--- config.mk ---
export PLATFORM = sky130hd
export DESIGN_NAME = cif_primary_request_event_flags
export DESIGN_NICKNAME = d
export VERILOG_FILES = /design/src/design/cif_pkg.sv /design/src/design/cif_primary_request_event_flags.sv
export VERILOG_INCLUDE_DIRS = /design/src /design/src/design
export SDC_FILE = /design/constraint.sdc
export NUM_CORES = 1
export LEC_CHECK = 0
export BUFFER_PORTS_ARGS = -buffer_cell sky130_fd_sc_hd__buf_4
export CORE_MARGIN = 4
export CORE_UTILIZATION = 45
export DETAILED_ROUTE_END_ITERATION = 8
export GPL_ROUTABILITY_DRIVEN = 1
export PLACE_DENSITY = 0.76
export REMOVE_ABC_BUFFERS = 1
export SLEW_MARGIN = 20
export SYNTH_ARGS = -nofsm -noshare
export SYNTH_HDL_FRONTEND = slang
export SYNTH_SLANG_ARGS = --single-unit
--- constraint.sdc ---
create_clock -name pclk -period 1.92 [get_ports pclk]
set_input_delay 0.192 -clock pclk [delete_from_list [all_inputs] [get_ports pclk]]
set_output_delay 0.192 -clock pclk [all_outputs]
set_load 0.05 [all_outputs]
--- src/design/cif_defines.svh ---
// register indices, bit positions, reset values and layout constants
`ifndef CIF_DEFINES_SVH
`define CIF_DEFINES_SVH

// register indices; the byte address is four times the index
`define CIF_IDX_SYS 14'h1800
`define CIF_IDX_CLK 14'h1801
`define CIF_IDX_ACC 14'h1805
`define CIF_IDX_JACK 14'h1806
`define CIF_IDX_MSK_SYS 14'h1810
`define CIF_IDX_MSK_CLK 14'h1811
`define CIF_IDX_MSK_ACC 14'h1815
`define CIF_IDX_MSK_JACK 14'h1816
`define CIF_IDX_CFG 14'h1820
`define CIF_IDX_RAW 14'h1821

// flag bit positions in the system register
`define CIF_B_HOST_IF_ERR 12
`define CIF_B_CLK_FAIL 9
`define CIF_B_BOOT 7
// flag bit positions in the clock and loop register
`define CIF_B_PROC_CLK_ERR 14
`define CIF_B_SEC_CLK_ERR 13
`define CIF_B_MAIN_CLK_ERR 12
`define CIF_B_LOOP_B_LOCK 9
`define CIF_B_LOOP_A_LOCK 8
`define CIF_B_LOOP_B_REF 6
`define CIF_B_LOOP_A_REF 5
// flag bit positions in the accessory register
`define CIF_B_ACC_B 9
`define CIF_B_ACC_A 8
`define CIF_B_HP_SENSE 0
// flag bit positions in the clamp and jack register
`define CIF_B_CLAMP_B_FALL 11
`define CIF_B_CLAMP_B_RISE 10
`define CIF_B_JACK_C_FALL 9
`define CIF_B_JACK_C_RISE 8
`define CIF_B_CLAMP_A_FALL 5
`define CIF_B_CLAMP_A_RISE 4
`define CIF_B_JACK_B_FALL 3
`define CIF_B_JACK_B_RISE 2
`define CIF_B_JACK_A_FALL 1
`define CIF_B_JACK_A_RISE 0

// implemented flag bits per register
`define CIF_IMPL_SYS 16'h1280
`define CIF_IMPL_CLK 16'h7360
`define CIF_IMPL_ACC 16'h0301
`define CIF_IMPL_JACK 16'h0F3F

// reset values
`define CIF_FLAG_RST 16'h0000
`define CIF_MSK_SYS_RST 16'hFF7F
`define CIF_MSK_ALL_RST 16'hFFFF
`define CIF_CFG_RST 3'h0

// configuration bits
`define CIF_CFG_POL 0
`define CIF_CFG_DRV_OD 1
`define CIF_CFG_GPIO_SEC 2

// raw status layout
`define CIF_RAW_REQ 18
`define CIF_RAW_PAD 13

`endif

--- src/design/cif_pkg.sv ---
// types shared by the first-request event flag block
package cif_pkg;

    // one bit per interrupt source, in raw status order (msb first)
    typedef struct packed {
        logic host_if_error;
        logic main_clock_fail;
        logic boot_complete;
        logic processor_clock_error;
        logic second_domain_clock_error;
        logic main_clock_error;
        logic loop_b_lock;
        logic loop_a_lock;
        logic loop_b_ref_lost;
        logic loop_a_ref_lost;
        logic accessory_detect_b;
        logic accessory_detect_a;
        logic headphone_sense;
        logic clamp_b;
        logic clamp_a;
        logic jack_c;
        logic jack_b;
        logic jack_a;
    } cif_src_t;

    typedef struct packed {
        cif_src_t s1;
        cif_src_t s2;
        cif_src_t s3;
        logic [15:0] flg_sys;
        logic [15:0] flg_clk;
        logic [15:0] flg_acc;
        logic [15:0] flg_jack;
        logic [15:0] msk_sys;
        logic [15:0] msk_clk;
        logic [15:0] msk_acc;
        logic [15:0] msk_jack;
        logic [2:0] cfg;
        logic [31:0] rdata;
        logic pin_out;
        logic pin_oe;
        logic gpio_out;
        logic sec_prev;
        logic dsp_start;
    } cif_state_t;

endpackage

--- src/design/cif_primary_request_event_flags.sv ---
// first-request event flags, masks, request pin and apb slave
//
// Summary of operation
// secondary request rising edge starts processor firmware
// either request selectable onto general pin
// after reset only boot source unmasked
// boot finish drives request pin low
// host interface error rise sets bit 12
// main clock fail rise sets bit 9
// boot complete rise sets bit 7
// clock error rises set bits 14-12
// loop lock either edge sets bits 9,8
// loop reference lost rise sets bits 6,5
// accessory detect events set bits 9,8
// headphone sense rise sets bit 0
// clamp b fall bit 11, rise 10
// clamp a fall bit 5, rise 4
// jack c fall bit 9, rise 8
// jack b fall bit 3, rise 2
// jack a fall bit 1, rise 0
// flags reset zero, clear by writing one
// request is or of all flags
// masked source sets no flag, no request
// pin active low, invertible, push-pull or open-drain
// new event beats same-cycle clear
// sources synchronised, edges found by comparison
`timescale 1ns/1ps
`include "cif_defines.svh"
`default_nettype none

module cif_primary_request_event_flags
    import cif_pkg::*;
(
    // clock and reset
    input wire logic pclk,
    input wire logic presetn,
    // apb slave
    input wire logic psel,
    input wire logic penable,
    input wire logic pwrite,
    input wire logic [15:0] paddr,
    input wire logic [31:0] pwdata,
    output logic [31:0] prdata,
    output logic pready,
    output logic pslverr,
    // interrupt sources, asynchronous levels
    input wire cif_src_t src_in,
    // second request from the companion register set
    input wire logic secondary_request,
    // request pin, general pin and firmware start
    output logic primary_request_pin_out,
    output logic primary_request_pin_oe,
    output logic gpio_request_out,
    output logic dsp_start
);

    cif_state_t st;
    cif_state_t nx;

    cif_src_t rise;
    cif_src_t fall;
    logic [15:0] evt_sys;
    logic [15:0] evt_clk;
    logic [15:0] evt_acc;
    logic [15:0] evt_jack;
    logic [15:0] clr_sys;
    logic [15:0] clr_clk;
    logic [15:0] clr_acc;
    logic [15:0] clr_jack;
    logic [13:0] idx;
    logic aligned;
    logic mapped;
    logic wr;
    logic setup_rd;
    logic req;
    logic level;
    logic [31:0] rd_mux;

    assign idx = paddr[15:2];
    assign aligned = (paddr[1:0] == 2'h0);
    assign wr = psel && penable && pwrite && mapped;
    assign setup_rd = psel && !penable && !pwrite;

    // address decode
    always_comb begin
        unique case (idx)
            `CIF_IDX_SYS, `CIF_IDX_CLK, `CIF_IDX_ACC, `CIF_IDX_JACK,
            `CIF_IDX_MSK_SYS, `CIF_IDX_MSK_CLK, `CIF_IDX_MSK_ACC, `CIF_IDX_MSK_JACK,
            `CIF_IDX_CFG, `CIF_IDX_RAW: begin
                mapped = aligned;
            end
            default: begin
                mapped = 1'b0;
            end
        endcase
    end

    assign pready = 1'b1;
    assign pslverr = psel && penable && !mapped;

    // edges between the synchronised sample and the one before it
    assign rise = cif_src_t'(st.s2 & ~st.s3);
    assign fall = cif_src_t'(~st.s2 & st.s3);

    // map edges onto flag positions
    always_comb begin
        evt_sys = 16'h0000;
        evt_clk = 16'h0000;
        evt_acc = 16'h0000;
        evt_jack = 16'h0000;
        evt_sys[`CIF_B_HOST_IF_ERR] = rise.host_if_error;
        evt_sys[`CIF_B_CLK_FAIL] = rise.main_clock_fail;
        evt_sys[`CIF_B_BOOT] = rise.boot_complete;
        evt_clk[`CIF_B_PROC_CLK_ERR] = rise.processor_clock_error;
        evt_clk[`CIF_B_SEC_CLK_ERR] = rise.second_domain_clock_error;
        evt_clk[`CIF_B_MAIN_CLK_ERR] = rise.main_clock_error;
        evt_clk[`CIF_B_LOOP_B_LOCK] = rise.loop_b_lock | fall.loop_b_lock;
        evt_clk[`CIF_B_LOOP_A_LOCK] = rise.loop_a_lock | fall.loop_a_lock;
        evt_clk[`CIF_B_LOOP_B_REF] = rise.loop_b_ref_lost;
        evt_clk[`CIF_B_LOOP_A_REF] = rise.loop_a_ref_lost;
        evt_acc[`CIF_B_ACC_B] = rise.accessory_detect_b;
        evt_acc[`CIF_B_ACC_A] = rise.accessory_detect_a;
        evt_acc[`CIF_B_HP_SENSE] = rise.headphone_sense;
        evt_jack[`CIF_B_CLAMP_B_FALL] = fall.clamp_b;
        evt_jack[`CIF_B_CLAMP_B_RISE] = rise.clamp_b;
        evt_jack[`CIF_B_CLAMP_A_FALL] = fall.clamp_a;
        evt_jack[`CIF_B_CLAMP_A_RISE] = rise.clamp_a;
        evt_jack[`CIF_B_JACK_C_FALL] = fall.jack_c;
        evt_jack[`CIF_B_JACK_C_RISE] = rise.jack_c;
        evt_jack[`CIF_B_JACK_B_FALL] = fall.jack_b;
        evt_jack[`CIF_B_JACK_B_RISE] = rise.jack_b;
        evt_jack[`CIF_B_JACK_A_FALL] = fall.jack_a;
        evt_jack[`CIF_B_JACK_A_RISE] = rise.jack_a;
    end

    // write-one clear strobes
    assign clr_sys = (wr && idx == `CIF_IDX_SYS) ? pwdata[15:0] : 16'h0000;
    assign clr_clk = (wr && idx == `CIF_IDX_CLK) ? pwdata[15:0] : 16'h0000;
    assign clr_acc = (wr && idx == `CIF_IDX_ACC) ? pwdata[15:0] : 16'h0000;
    assign clr_jack = (wr && idx == `CIF_IDX_JACK) ? pwdata[15:0] : 16'h0000;

    assign req = (|st.flg_sys) || (|st.flg_clk) || (|st.flg_acc) || (|st.flg_jack);
    assign level = st.cfg[`CIF_CFG_POL] ? req : !req;

    // read data, captured in the setup cycle
    always_comb begin
        rd_mux = 32'h0000_0000;
        unique case (idx)
            `CIF_IDX_SYS: rd_mux[15:0] = st.flg_sys;
            `CIF_IDX_CLK: rd_mux[15:0] = st.flg_clk;
            `CIF_IDX_ACC: rd_mux[15:0] = st.flg_acc;
            `CIF_IDX_JACK: rd_mux[15:0] = st.flg_jack;
            `CIF_IDX_MSK_SYS: rd_mux[15:0] = st.msk_sys & `CIF_IMPL_SYS;
            `CIF_IDX_MSK_CLK: rd_mux[15:0] = st.msk_clk & `CIF_IMPL_CLK;
            `CIF_IDX_MSK_ACC: rd_mux[15:0] = st.msk_acc & `CIF_IMPL_ACC;
            `CIF_IDX_MSK_JACK: rd_mux[15:0] = st.msk_jack & `CIF_IMPL_JACK;
            `CIF_IDX_CFG: rd_mux[2:0] = st.cfg;
            `CIF_IDX_RAW: rd_mux = {{`CIF_RAW_PAD{1'b0}}, req, st.s2};
            default: rd_mux = 32'h0000_0000;
        endcase
        if (!aligned) begin
            rd_mux = 32'h0000_0000;
        end
    end

    always_comb begin
        nx = st;
        // two-stage synchroniser, then the previous sample
        nx.s1 = src_in;
        nx.s2 = st.s1;
        nx.s3 = st.s2;
        // set beats clear; masked sources never set
        nx.flg_sys = ((st.flg_sys & ~clr_sys) | (evt_sys & ~st.msk_sys)) & `CIF_IMPL_SYS;
        nx.flg_clk = ((st.flg_clk & ~clr_clk) | (evt_clk & ~st.msk_clk)) & `CIF_IMPL_CLK;
        nx.flg_acc = ((st.flg_acc & ~clr_acc) | (evt_acc & ~st.msk_acc)) & `CIF_IMPL_ACC;
        nx.flg_jack = ((st.flg_jack & ~clr_jack) | (evt_jack & ~st.msk_jack)) & `CIF_IMPL_JACK;
        if (wr && idx == `CIF_IDX_MSK_SYS) begin
            nx.msk_sys = pwdata[15:0];
        end
        if (wr && idx == `CIF_IDX_MSK_CLK) begin
            nx.msk_clk = pwdata[15:0];
        end
        if (wr && idx == `CIF_IDX_MSK_ACC) begin
            nx.msk_acc = pwdata[15:0];
        end
        if (wr && idx == `CIF_IDX_MSK_JACK) begin
            nx.msk_jack = pwdata[15:0];
        end
        if (wr && idx == `CIF_IDX_CFG) begin
            nx.cfg = pwdata[2:0];
        end
        if (setup_rd) begin
            nx.rdata = rd_mux;
        end
        // open drain pulls low only; push-pull always drives
        nx.pin_out = st.cfg[`CIF_CFG_DRV_OD] ? 1'b0 : level;
        nx.pin_oe = st.cfg[`CIF_CFG_DRV_OD] ? !level : 1'b1;
        nx.gpio_out = st.cfg[`CIF_CFG_GPIO_SEC] ? secondary_request : req;
        nx.sec_prev = secondary_request;
        nx.dsp_start = secondary_request && !st.sec_prev;
    end

    always_ff @(posedge pclk or negedge presetn) begin
        if (!presetn) begin
            st.s1 <= '0;
            st.s2 <= '0;
            st.s3 <= '0;
            st.flg_sys <= `CIF_FLAG_RST;
            st.flg_clk <= `CIF_FLAG_RST;
            st.flg_acc <= `CIF_FLAG_RST;
            st.flg_jack <= `CIF_FLAG_RST;
            st.msk_sys <= `CIF_MSK_SYS_RST;
            st.msk_clk <= `CIF_MSK_ALL_RST;
            st.msk_acc <= `CIF_MSK_ALL_RST;
            st.msk_jack <= `CIF_MSK_ALL_RST;
            st.cfg <= `CIF_CFG_RST;
            st.rdata <= 32'h0000_0000;
            st.pin_out <= 1'b1;
            st.pin_oe <= 1'b1;
            st.gpio_out <= 1'b0;
            st.sec_prev <= 1'b0;
            st.dsp_start <= 1'b0;
        end else begin
            st <= nx;
        end
    end

    assign prdata = st.rdata;
    assign primary_request_pin_out = st.pin_out;
    assign primary_request_pin_oe = st.pin_oe;
    assign gpio_request_out = st.gpio_out;
    assign dsp_start = st.dsp_start;

    // a rising boot edge, unmasked, raises its flag on the next edge
    AST_BOOT_SET: assert property (
        @(posedge pclk) disable iff (!presetn)
        $rose(st.s2.boot_complete) && !st.msk_sys[`CIF_B_BOOT]
        |=> st.flg_sys[`CIF_B_BOOT])
        else $error("boot flag not set after boot edge");

    // a masked source never raises its flag
    AST_MASK_BLOCK: assert property (
        @(posedge pclk) disable iff (!presetn)
        !st.flg_jack[`CIF_B_JACK_A_RISE] && st.msk_jack[`CIF_B_JACK_A_RISE]
        |=> !st.flg_jack[`CIF_B_JACK_A_RISE])
        else $error("masked jack source raised its flag");

    // writing one clears a flag when no new event arrives
    AST_W1C: assert property (
        @(posedge pclk) disable iff (!presetn)
        clr_clk[`CIF_B_MAIN_CLK_ERR] && !evt_clk[`CIF_B_MAIN_CLK_ERR]
        |=> !st.flg_clk[`CIF_B_MAIN_CLK_ERR])
        else $error("write one did not clear flag");

    // a set flag holds while no clear is written
    AST_HOLD: assert property (
        @(posedge pclk) disable iff (!presetn)
        st.flg_acc[`CIF_B_HP_SENSE] && !clr_acc[`CIF_B_HP_SENSE]
        |=> st.flg_acc[`CIF_B_HP_SENSE])
        else $error("flag dropped without a clear");

    // an event in the clearing cycle keeps the flag set
    AST_SET_WINS: assert property (
        @(posedge pclk) disable iff (!presetn)
        clr_jack[`CIF_B_JACK_C_RISE] && evt_jack[`CIF_B_JACK_C_RISE]
        && !st.msk_jack[`CIF_B_JACK_C_RISE]
        |=> st.flg_jack[`CIF_B_JACK_C_RISE])
        else $error("event lost against clear");

    // default push-pull active-low pin follows the request
    AST_PIN_LEVEL: assert property (
        @(posedge pclk) disable iff (!presetn)
        st.cfg == `CIF_CFG_RST ##1 st.cfg == `CIF_CFG_RST
        |-> primary_request_pin_oe && (primary_request_pin_out == !$past(req)))
        else $error("request pin level wrong");

    // loop lock falling edge raises its flag
    AST_LOCK_FALL: assert property (
        @(posedge pclk) disable iff (!presetn)
        $fell(st.s2.loop_a_lock) && !st.msk_clk[`CIF_B_LOOP_A_LOCK]
        |=> st.flg_clk[`CIF_B_LOOP_A_LOCK])
        else $error("loop lock fall not flagged");

    // jack falling edge raises only the fall flag
    AST_JACK_FALL: assert property (
        @(posedge pclk) disable iff (!presetn)
        $fell(st.s2.jack_a) && !st.msk_jack[`CIF_B_JACK_A_FALL]
        && !st.flg_jack[`CIF_B_JACK_A_RISE] && !clr_jack[`CIF_B_JACK_A_RISE]
        |=> st.flg_jack[`CIF_B_JACK_A_FALL] && !st.flg_jack[`CIF_B_JACK_A_RISE])
        else $error("jack fall flagged wrongly");

    // a synchronised edge appears two cycles after the input
    AST_SYNC: assert property (
        @(posedge pclk) disable iff (!presetn)
        $rose(st.s2.jack_b) |-> $past(src_in.jack_b, 2))
        else $error("synchroniser depth wrong");

    // any set clamp or jack flag pulls the default pin low on the next edge
    AST_REQ_OR: assert property (
        @(posedge pclk) disable iff (!presetn)
        (st.flg_jack != 16'h0000) && (st.cfg == `CIF_CFG_RST)
        |=> !primary_request_pin_out)
        else $error("request missing with flag set");

    // secondary request edge gives one firmware start pulse
    AST_DSP_START: assert property (
        @(posedge pclk) disable iff (!presetn)
        $rose(secondary_request) |=> dsp_start ##1 !dsp_start)
        else $error("firmware start pulse wrong");

    // general pin carries the secondary request when that request is selected
    AST_GPIO_ROUTE: assert property (
        @(posedge pclk) disable iff (!presetn)
        st.cfg[`CIF_CFG_GPIO_SEC] |=> gpio_request_out == $past(secondary_request))
        else $error("general pin route wrong");

    // with every flag clear the default pin returns high
    AST_REQ_RELEASE: assert property (
        @(posedge pclk) disable iff (!presetn)
        ((st.flg_sys | st.flg_clk | st.flg_acc | st.flg_jack) == 16'h0000)
        && (st.cfg == `CIF_CFG_RST) |=> primary_request_pin_out)
        else $error("request pin held without a flag");

    // open drain never drives the pin high
    AST_OD_LOW: assert property (
        @(posedge pclk) disable iff (!presetn)
        st.cfg[`CIF_CFG_DRV_OD] |=> !primary_request_pin_out)
        else $error("open drain pin driven high");

    // host interface error edge raises its flag
    AST_HOST_ERR_SET: assert property (
        @(posedge pclk) disable iff (!presetn)
        $rose(st.s2.host_if_error) && !st.msk_sys[`CIF_B_HOST_IF_ERR]
        |=> st.flg_sys[`CIF_B_HOST_IF_ERR])
        else $error("host error flag not set");

    // loop reference lost edge raises its flag
    AST_REF_LOST_SET: assert property (
        @(posedge pclk) disable iff (!presetn)
        $rose(st.s2.loop_b_ref_lost) && !st.msk_clk[`CIF_B_LOOP_B_REF]
        |=> st.flg_clk[`CIF_B_LOOP_B_REF])
        else $error("reference lost flag not set");

    // accessory detect event raises its flag
    AST_ACC_SET: assert property (
        @(posedge pclk) disable iff (!presetn)
        $rose(st.s2.accessory_detect_a) && !st.msk_acc[`CIF_B_ACC_A]
        |=> st.flg_acc[`CIF_B_ACC_A])
        else $error("accessory flag not set");

    // headphone sense edge raises its flag
    AST_HP_SET: assert property (
        @(posedge pclk) disable iff (!presetn)
        $rose(st.s2.headphone_sense) && !st.msk_acc[`CIF_B_HP_SENSE]
        |=> st.flg_acc[`CIF_B_HP_SENSE])
        else $error("headphone flag not set");

    // clamp b falling edge raises its fall flag
    AST_CLAMP_B_FALL: assert property (
        @(posedge pclk) disable iff (!presetn)
        $fell(st.s2.clamp_b) && !st.msk_jack[`CIF_B_CLAMP_B_FALL]
        |=> st.flg_jack[`CIF_B_CLAMP_B_FALL])
        else $error("clamp b fall not flagged");

    // clamp a rising edge raises its rise flag
    AST_CLAMP_A_RISE: assert property (
        @(posedge pclk) disable iff (!presetn)
        $rose(st.s2.clamp_a) && !st.msk_jack[`CIF_B_CLAMP_A_RISE]
        |=> st.flg_jack[`CIF_B_CLAMP_A_RISE])
        else $error("clamp a rise not flagged");

    // jack c falling edge raises its fall flag
    AST_JACK_C_FALL: assert property (
        @(posedge pclk) disable iff (!presetn)
        $fell(st.s2.jack_c) && !st.msk_jack[`CIF_B_JACK_C_FALL]
        |=> st.flg_jack[`CIF_B_JACK_C_FALL])
        else $error("jack c fall not flagged");

    // jack b rising edge raises its rise flag
    AST_JACK_B_RISE: assert property (
        @(posedge pclk) disable iff (!presetn)
        $rose(st.s2.jack_b) && !st.msk_jack[`CIF_B_JACK_B_RISE]
        |=> st.flg_jack[`CIF_B_JACK_B_RISE])
        else $error("jack b rise not flagged");

endmodule // cif_primary_request_event_flags

`default_nettype wire

==> flow_metrics.tcl, run 1 <==
set metrics [dict create \
    synthArstFlopShare_pct 100 \
    fin_cells 733 \
    dp_hpwl_um 10100 \
    worst_slew_pin_slew_ps 616 \
    path_cells "buf_4 > nor4b_2 > buf_4 > and2_1 > buf_4 > nand2_1 > a31oi_1 > nor2_1 > buf_4" \
    period_needed_ps 1800 \
    cts_root_buf "clkbuf_16" \
    grt-ovfl-total 0 \
    seqPwrFrac_pct 43.7 \
    cts_setup_buffers 0 \
    fin_skew_ps 8.82 \
    setup.worst_path.end_class "output pin" \
    switching_power_mw 1.46 \
    syn_to_final_growth_pct 29.9 \
    numCtsBuffers 17 \
    synth_largest_area_cell "dfrtp_1" \
    grt_max_degree 128 \
    antenna_found_initial 0 \
    start_util_pct 46.8 \
    grt_pass1_wl_um 22500 \
    synth_flop_cell "dfrtp_1" \
    crit_required_ps 1730 \
    core-area_um2 11600 \
    ys_warn_count 0 \
    min_period_over_period_pct 93.5 \
    drive_gt1_share_pct 36.9 \
    fin_tns_setup_ps 0 \
    synth-seq-cells 127 \
    wl_per_cell_um 18.7 \
    crit_path_start_kind "input pin" \
    ios 110 \
    clockBufferDepth 2 \
    ys_top_cells_by_count "dfrtp_1 (103), nand2_1 (43), buf_4 (34), nor2_1 (30), mux2_2 (27)" \
    ys_seq_area_share_pct 59.0 \
    clk_latency_ps 410 \
    worstHoldPathType "in2reg" \
    drtAntennaViolNets 0 \
    p_leak_nw 3.03 \
    dp_cells 681 \
    intPower_mw 4.89 \
    timing.hold.ws_ps 19.3 \
    avgSynthCellArea_um2 12.0 \
    status "finished, final reports clean" \
    grt_pass1_vias 4151 \
    clkSlewWorstSetupHoldPaths_ps 60 \
    pwr-share-comb_pct 6.8 \
    synthTopCellsByArea "dfrtp_1 (47%), dfstp_2 (12%), mux2_2 (5.6%)" \
    synth_edf_count 0 \
    fmax_mhz 557 \
    critPathKind "in2out" \
    clockPowerShare_pct 49.5 \
    dieArea_um2 13900 \
    rsz0062_at_grt "false" \
    num_vias 3887 \
    wirelength_um 13700 \
    setup_viol 0 \
    die_h_um 118 \
    crit_family "simple AND/OR/NAND/NOR gates" \
    critPathSlowestCell "nor4b_2" \
    p_sw_share_pct 23.0 \
    die_w_um 118 \
    synth_cells 453 \
    io_buffer_count 78 \
    route.detailed.drc 0 \
    irDropWorstVdd_mv 0.665 \
    syn_area_um2 5440 \
    synth_top_area_share_pct 47.4 \
    gp_congestion 0.894 \
    power_density_nw_per_um2 900 \
    path_buf_inv 4 \
    crit_path_frequent_cell "buf_4" \
    cts_resized 0 \
    final_nets 649 \
    diodes 0 \
    hold_viol_final 0 \
    clock_sinks 127 \
    synth.distinct_cells 61 \
    yosys.cell_count.top_type "dfrtp_1" \
    htree_num_levels 4 \
    crit_fanout 3 \
    relSlewSlack_pct 57.9 \
    cts_tree "yes" \
    arrival_ps 1600 \
    viasPerCell 5.30 \
    grt_usage_pct 20.9 \
    dr.pass1.iters 4 \
    cpPeakStageDelay_ps 360 \
    power.total_mw 6.36 \
    slew_viol_final 0 \
    drtIter0Drc 251 \
    max_cap_viol_count 0 \
    rows 39 \
]
[path summary, 6_finish.rpt]
path	startpoint	endpoint	slack [ps]	depth (start not counted)
worst max-delay path	paddr[11]	pslverr	120	9
worst min-delay path	pwdata[6]	st[78]	20	2
worst max register to register	st[48]	prdata[8]	170	5
worst min register to register	nx[201]	nx[183]	350	0
max in group asynchronous	presetn	nx[195]	1030	3
min in group asynchronous	presetn	nx[172]	430	3
[metal layers]
layer  GRT usage, %  part of all wire, %  up-vias  routed length (um)
met2           33.1                   47      123                6480
li1               -                    -     1829                   -
met4           7.03                  1.7        0                 239
met1           27.5                   45     1916                6100
met3           6.30                  6.2       19                 851
met5              0                    0        -                   0
[power by group through the flow]
stage / sequential (mW) / clock (mW) / combinational, mW
5_1_grt: 2.78 / 3.36 / 0.472
3_3_place_gp: 2.82 / 0 / 0.398
4_1_cts: 2.78 / 3.22 / 0.436
2_1_floorplan: 2.82 / 0 / 0.143
6_report: 2.78 / 3.15 / 0.433
3_5_place_dp: 2.82 / 0 / 0.402
[layout make-up]
type,count,area [um^2]
fillers,944,4550
repair buffers,141,1130
well taps,143,179
multi-input cells,286,1940
clock buffers,19,453
flip-flops and latches,127,3210
inverters,4,15.0
clock inverters,13,139
[sequential cells by signal, summed over array words and instances (netlist names)]
| name | flops |
|---|---|
| primary_request_pin_oe | 1 |
| gpio_request_out | 1 |
| prdata | 19 |
| st | 68 |
| primary_request_pin_out | 1 |
| nx | 36 |
| dsp_start | 1 |
[cell usage in the layout (no fill, tap or decap), types with 3 or more instances in the layout]
cell type and n:
nor4b_2 3, a21oi_1 11, nor3b_1 6, clkinv_2 3, dfrtp_1 103, o22ai_1 3
nand2_1 43, xnor2_1 3, clkbuf_16 17, a31oi_1 4, nand3b_1 5, mux2i_1 11
a22oi_1 7, clkinvlp_4 5, nor2_1 30, mux2_2 27, nor4_1 7, nor3_1 10
o21ai_0 22, inv_1 4, o31ai_1 7, conb_1 14, nand2b_1 6, nand4_1 3
dlygate4sd3_1 20, buf_4 119, a21o_1 3, dfstp_2 24, a22o_1 17, nor2b_1 5
nand3_1 4
[logic make-up after synthesis]
| kind of cell | Yosys count | synth area share (%) |
|---|---|---|
| buffers and inverters | 52 | 6.19 |
| multiplexers | 38 | 7.62 |
| AO/OA/AOI/OAI | 86 | 10.9 |
| AND/OR/NAND/NOR | 145 | 15.7 |
| flip-flops | 127 | 59.0 |
| other | 2 | 0.138 |
| XOR/XNOR | 3 | 0.483 |
[what timing repair did]
action | 4_1_cts | 5_1_grt
endpoints found under the hold margin | 122 | 0
setup endpoints to repair | 0 | 0
hold buffers | 20 | 0
[worst register-to-register path: stages (launching register included)]
cell and delay (ps):
dfstp_2 540, nand3b_1 90, a2111oi_0 610, a21oi_1 90, o32a_1 210, o21ai_0 140
[through the flow]
stage,instance area [um^2],utilization [%],setup slack [ps]
final,7060,60.8,124
after global routing,7060,60.8,49.4
after CTS,7060,60.8,128
after detailed placement,6270,54.0,-69.3
after global placement,6270,54.0,-28.7
after floorplan,5160,-,-92.8
Note: power is estimated with default switching activity, not from simulation.
==> inputs of run 2 (changes only) <==
--- a/config.mk
+++ b/config.mk
@@ -7,7 +7,7 @@
 export NUM_CORES = 1
 export LEC_CHECK = 0
 export BUFFER_PORTS_ARGS = -buffer_cell sky130_fd_sc_hd__buf_4
-export CORE_MARGIN = 4
+export CORE_MARGIN = 2
 export CORE_UTILIZATION = 45
 export DETAILED_ROUTE_END_ITERATION = 8
 export GPL_ROUTABILITY_DRIVEN = 1
==> run 2 against run 1 <==
Net effect: clock power increased by 7.9%; critical endpoint unchanged; power increased by 4.3%; non-clock buffer count increased by 6; combinational power increased by 4%; worst hold slack got worse by 1.9 ps.
==> flow_metrics.tcl, run 2 (same netlist as run 1, synthesis figures left out) <==
set metrics [dict create \
    status "finished, final reports clean" \
    antenna_found_initial 0 \
    grt_pass1_vias 4259 \
    viasPerCell 5.35 \
    dieArea_um2 13000 \
    dr.pass1.iters 5 \
    route.detailed.drc 0 \
    reg2regPathDepth 6 \
    setup.worst_path.end_class "output pin" \
    timing.hold.ws_ps 17.4 \
    start_util_pct 45.6 \
    cts_resized 0 \
    syn_to_final_growth_pct 31.9 \
    crit_required_ps 1730 \
    whs_path_depth 2 \
    drtAntennaViolNets 0 \
    grt_max_degree 69 \
    die_w_um 114 \
    io_buffer_count 78 \
    numCtsBuffers 17 \
    startpoint "paddr[7]" \
    crit_fanout 8 \
    min_period_over_period_pct 95.3 \
    drtIter0Drc 304 \
    setup_viol 0 \
    slew_viol_final 0 \
    r2r_end "prdata[8]" \
    final_nets 655 \
    cts_root_buf "clkbuf_16" \
    critPathKind "in2out" \
    rsz0062_at_grt "false" \
    core-area_um2 11900 \
    endpoint "pslverr" \
    ios 110 \
    grt-ovfl-total 0 \
    setup_ws_ps 90.5 \
    fin_skew_ps 7.68 \
    r2r_start "st[48]" \
    clk_latency_ps 420 \
    diodes 0 \
    dp_hpwl_um 10200 \
    clkSlewWorstSetupHoldPaths_ps 50 \
    die_h_um 114 \
    wirelength_um 14100 \
    gp_congestion 0.945 \
    num_vias 3976 \
    layout_commonest_cell "buf_4" \
    cts_tree "yes" \
    crit_path_start_kind "input pin" \
    largest_reg_flops 68 \
    max_cap_viol_count 0 \
    worstHoldPathType "in2reg" \
    arrival_ps 1640 \
    fin_tns_setup_ps 0 \
    stdcell_area_um2 7170 \
    r2r_slack_ps 240 \
    hold_viol_final 0 \
    period_needed_ps 1830 \
    power_density_nw_per_um2 925 \
    p_leak_nw 3.09 \
    cts_setup_buffers 0 \
    grt_usage_pct 23.6 \
    fmax_mhz 547 \
    largest-register "st" \
    clockBufferDepth 2 \
    drive_gt1_share_pct 37.2 \
    place_area_um2 6330 \
    grt_pass1_wl_um 22700 \
    clock_sinks 127 \
    final_cell_mix "buf_4 (124), dfrtp_1 (103), nand2_1 (43)" \
    rows 40 \
    htree_num_levels 4 \
    wl_per_cell_um 19.0 \
    irDropWorstVdd_mv 0.586 \
    dpl_worst_slack_ps -17.3 \
]
==> run 2: cell types whose count changed in the layout (fill, tap and decap cells not counted) <==
cell        delta
clkbuf_1       +2
inv_6          -1
buf_12         +1
clkbuf_8       +1
clkinvlp_4     -3
bufinv_16      +2
clkinv_4       -1
buf_4          +5
==> run 2: worst min-delay path by stage <==
stage,from,to,slack [ps]
after global placement,presetn,nx[203],80
after floorplan,presetn,dsp_start,-100
final,pwdata[3],st[43],20
after CTS,pwdata[3],st[43],2
after detailed placement,presetn,nx[201],80
after global routing,pwdata[13],st[85],20
==> run 2: repair_timing <==
item / CTS / global route
hold endpoints to repair: 87 / 0
setup endpoints to repair: 0 / 0
hold buffers: 20 / 0
==> run 2: worst max-delay path, cell delays in order <==
cell	delay [ps]
buf_4	120
buf_4	160
or4_1	560
buf_4	170
a31oi_1	180
nor2_1	70
buf_4	190
==> run 2: cell type report <==
type / instances / area [um^2]
clock buffers: 22 / 474
clock inverters: 10 / 159
fillers: 974 / 4740
inverters: 4 / 15.0
multi-input cells: 286 / 1940
flip-flops and latches: 127 / 3210
well taps: 147 / 184
repair buffers: 147 / 1190
==> run 2: through the flow <==
stage	util, %	total power [mW]	std cells
3_5_place_dp	53.2	3.24	691
2_1_floorplan	-	2.96	417
5_1_grt	60.2	6.86	743
6_report	60.2	6.63	743
3_3_place_gp	53.2	3.23	691
4_1_cts	60.2	6.69	743
==> run 2: routing by layer <==
layer | global-route usage, % | routed length, um | vias up
met5 | 0 | 0 | -
met4 | 10.4 | 315 | 0
met3 | 5.79 | 815 | 25
met2 | 37.7 | 6730 | 133
met1 | 30.6 | 6230 | 1967
li1 | - | - | 1851
==> run 2: power breakdown <==
group | switching, mW | total, mW | internal (mW)
Clock | 1.14 | 3.40 | 2.27
Sequential | 0.0347 | 2.78 | 2.74
Combinational | 0.267 | 0.451 | 0.184
Total | 1.44 | 6.63 | 5.19
==> inputs of run 3 (changes only) <==
--- a/config.mk
+++ b/config.mk
@@ -7,6 +7,7 @@
 export NUM_CORES = 1
 export LEC_CHECK = 0
 export BUFFER_PORTS_ARGS = -buffer_cell sky130_fd_sc_hd__buf_4
+export CORE_ASPECT_RATIO = 0.7
 export CORE_MARGIN = 2
 export CORE_UTILIZATION = 45
 export DETAILED_ROUTE_END_ITERATION = 8
==> run 3 against run 2 <==
Net effect: cell count up 1.5%; worst hold slack better by 2.4 ps; routed wire length increased by 1.7%; utilization rose by 0.81 points; non-clock buffer count is 1 higher; power down 3.3%; design area is 0.23% lower; die area up 0.10%; clock-buffer cell count is 3 lower; largest cell class unchanged; highest routed layer unchanged.
==> flow_metrics.tcl, run 3 (same netlist as run 1, synthesis figures left out) <==
set metrics [dict create \
    met3_usage_pct 5.74 \
    drtIter0Drc 326 \
    grt_usage_pct 23.8 \
    relSlewSlack_pct 56.5 \
    dp_cells 702 \
    period_needed_ps 1860 \
    start_util_pct 46.4 \
    dieArea_um2 13000 \
    grt-ovfl-total 0 \
    gp_congestion 0.918 \
    min_period_over_period_pct 97.0 \
    htree_num_levels 4 \
    drtAntennaViolNets 0 \
    grt_pass1_vias 4095 \
    die_h_um 96.0 \
    dp_hpwl_um 10400 \
    power.total_mw 6.42 \
    grt.busiest_layer "met2" \
    max_cap_viol_count 0 \
    cts_root_buf "clkbuf_16" \
    setup_ws_ps 58.0 \
    antenna_found_initial 0 \
    numCtsBuffers 17 \
    fin_cells 754 \
    grtUsageMet2_pct 35.2 \
    largest_reg_flops 68 \
    place_area_um2 6350 \
    ios 110 \
    dpl_worst_slack_ps -107 \
    diodes 0 \
    rows 33 \
    cts_tree "yes" \
    dr.pass1.iters 5 \
    layout_commonest_cell "buf_4" \
    final_nets 656 \
    stdcell_area_um2 7150 \
    clkSlewWorstSetupHoldPaths_ps 60 \
    core-area_um2 11700 \
    grt_pass1_wl_um 22700 \
    route.detailed.drc 0 \
    viasPerCell 5.38 \
    rsz0062_at_grt "false" \
    grt_max_degree 128 \
    wirelength_um 14300 \
    drive_gt1_share_pct 37.9 \
    die_w_um 135 \
    num_vias 4054 \
    critPathKind "in2out" \
    timing.hold.ws_ps 19.7 \
    io_buffer_count 78 \
    crit_path_start_kind "input pin" \
    setup.worst_path.end_class "output pin" \
    largest-register "st" \
    irDropWorstVdd_mv 0.747 \
    fin_skew_ps 10.0 \
    fin_tns_setup_ps 0 \
    finish.utilization_pct 61.0 \
    crit_fanout 4 \
    slew_viol_final 0 \
    clockBufferDepth 2 \
    power_density_nw_per_um2 897 \
    status "finished, final reports clean" \
    crit_required_ps 1730 \
    syn_to_final_growth_pct 31.6 \
    hold_viol_final 0 \
    setup_viol 0 \
    clk_latency_ps 410 \
    r2r_slack_ps 190 \
    cts_setup_buffers 0 \
    final_cell_mix "buf_4 (125), dfrtp_1 (103), nand2_1 (43)" \
    fillers 981 \
    p_leak_nw 3.08 \
    worstHoldPathType "in2reg" \
    wl_per_cell_um 19.0 \
    arrival_ps 1670 \
    clock_sinks 127 \
    worst_slew_pin_slew_ps 653 \
    grt_use_met1_pct 34.7 \
    fmax_mhz 537 \
]
-- run 3: final cells by class --
cell class	instances	area, um^2	area share (%)
Clock buffer	19	453	6.33
Clock inverter	13	138	1.92
Inverter	4	15.0	0.210
Multi-Input combinational cell	286	1940	27.2
Sequential cell	127	3210	44.9
Tap cell	157	196	2.75
Timing Repair Buffer	148	1200	16.8
-- run 3: routing by layer --
layer | routed length (um) | vias up
li1 | - | 1847
met1 | 6790 | 2027
met2 | 6430 | 167
met3 | 973 | 13
met4 | 140 | 0
met5 | 0 | -
-- run 3: power by group --
group	internal, mW	leakage [nW]	switching, mW
Clock	1.98	0.286	1.21
Combinational	0.180	1.36	0.263
Sequential	2.74	1.43	0.0364
-- run 3: worst paths after layout --
check                           startpoint         to  depth (start not counted)
worst max-delay path              paddr[5]    pslverr                          8
worst min-delay path            pwdata[10]     st[50]                          2
worst max register to register      st[48]  prdata[8]                          6
worst min register to register     nx[197]    nx[179]                          0
max in group asynchronous          presetn  prdata[0]                          3
min in group asynchronous          presetn    nx[203]                          3
-- run 3: critical path: stages --
cell,delay [ps]
buf_4,120
nand4bb_1,180
buf_4,180
or4_1,430
buf_4,170
a31oi_2,150
nor2_1,60
buf_4,180
-- run 3: timing repair --
item | CTS | global route
hold endpoints to repair | 122 | 0
endpoints found under the setup margin | 0 | 1
gates resized for setup | 0 | 1
hold buffers | 20 | 0
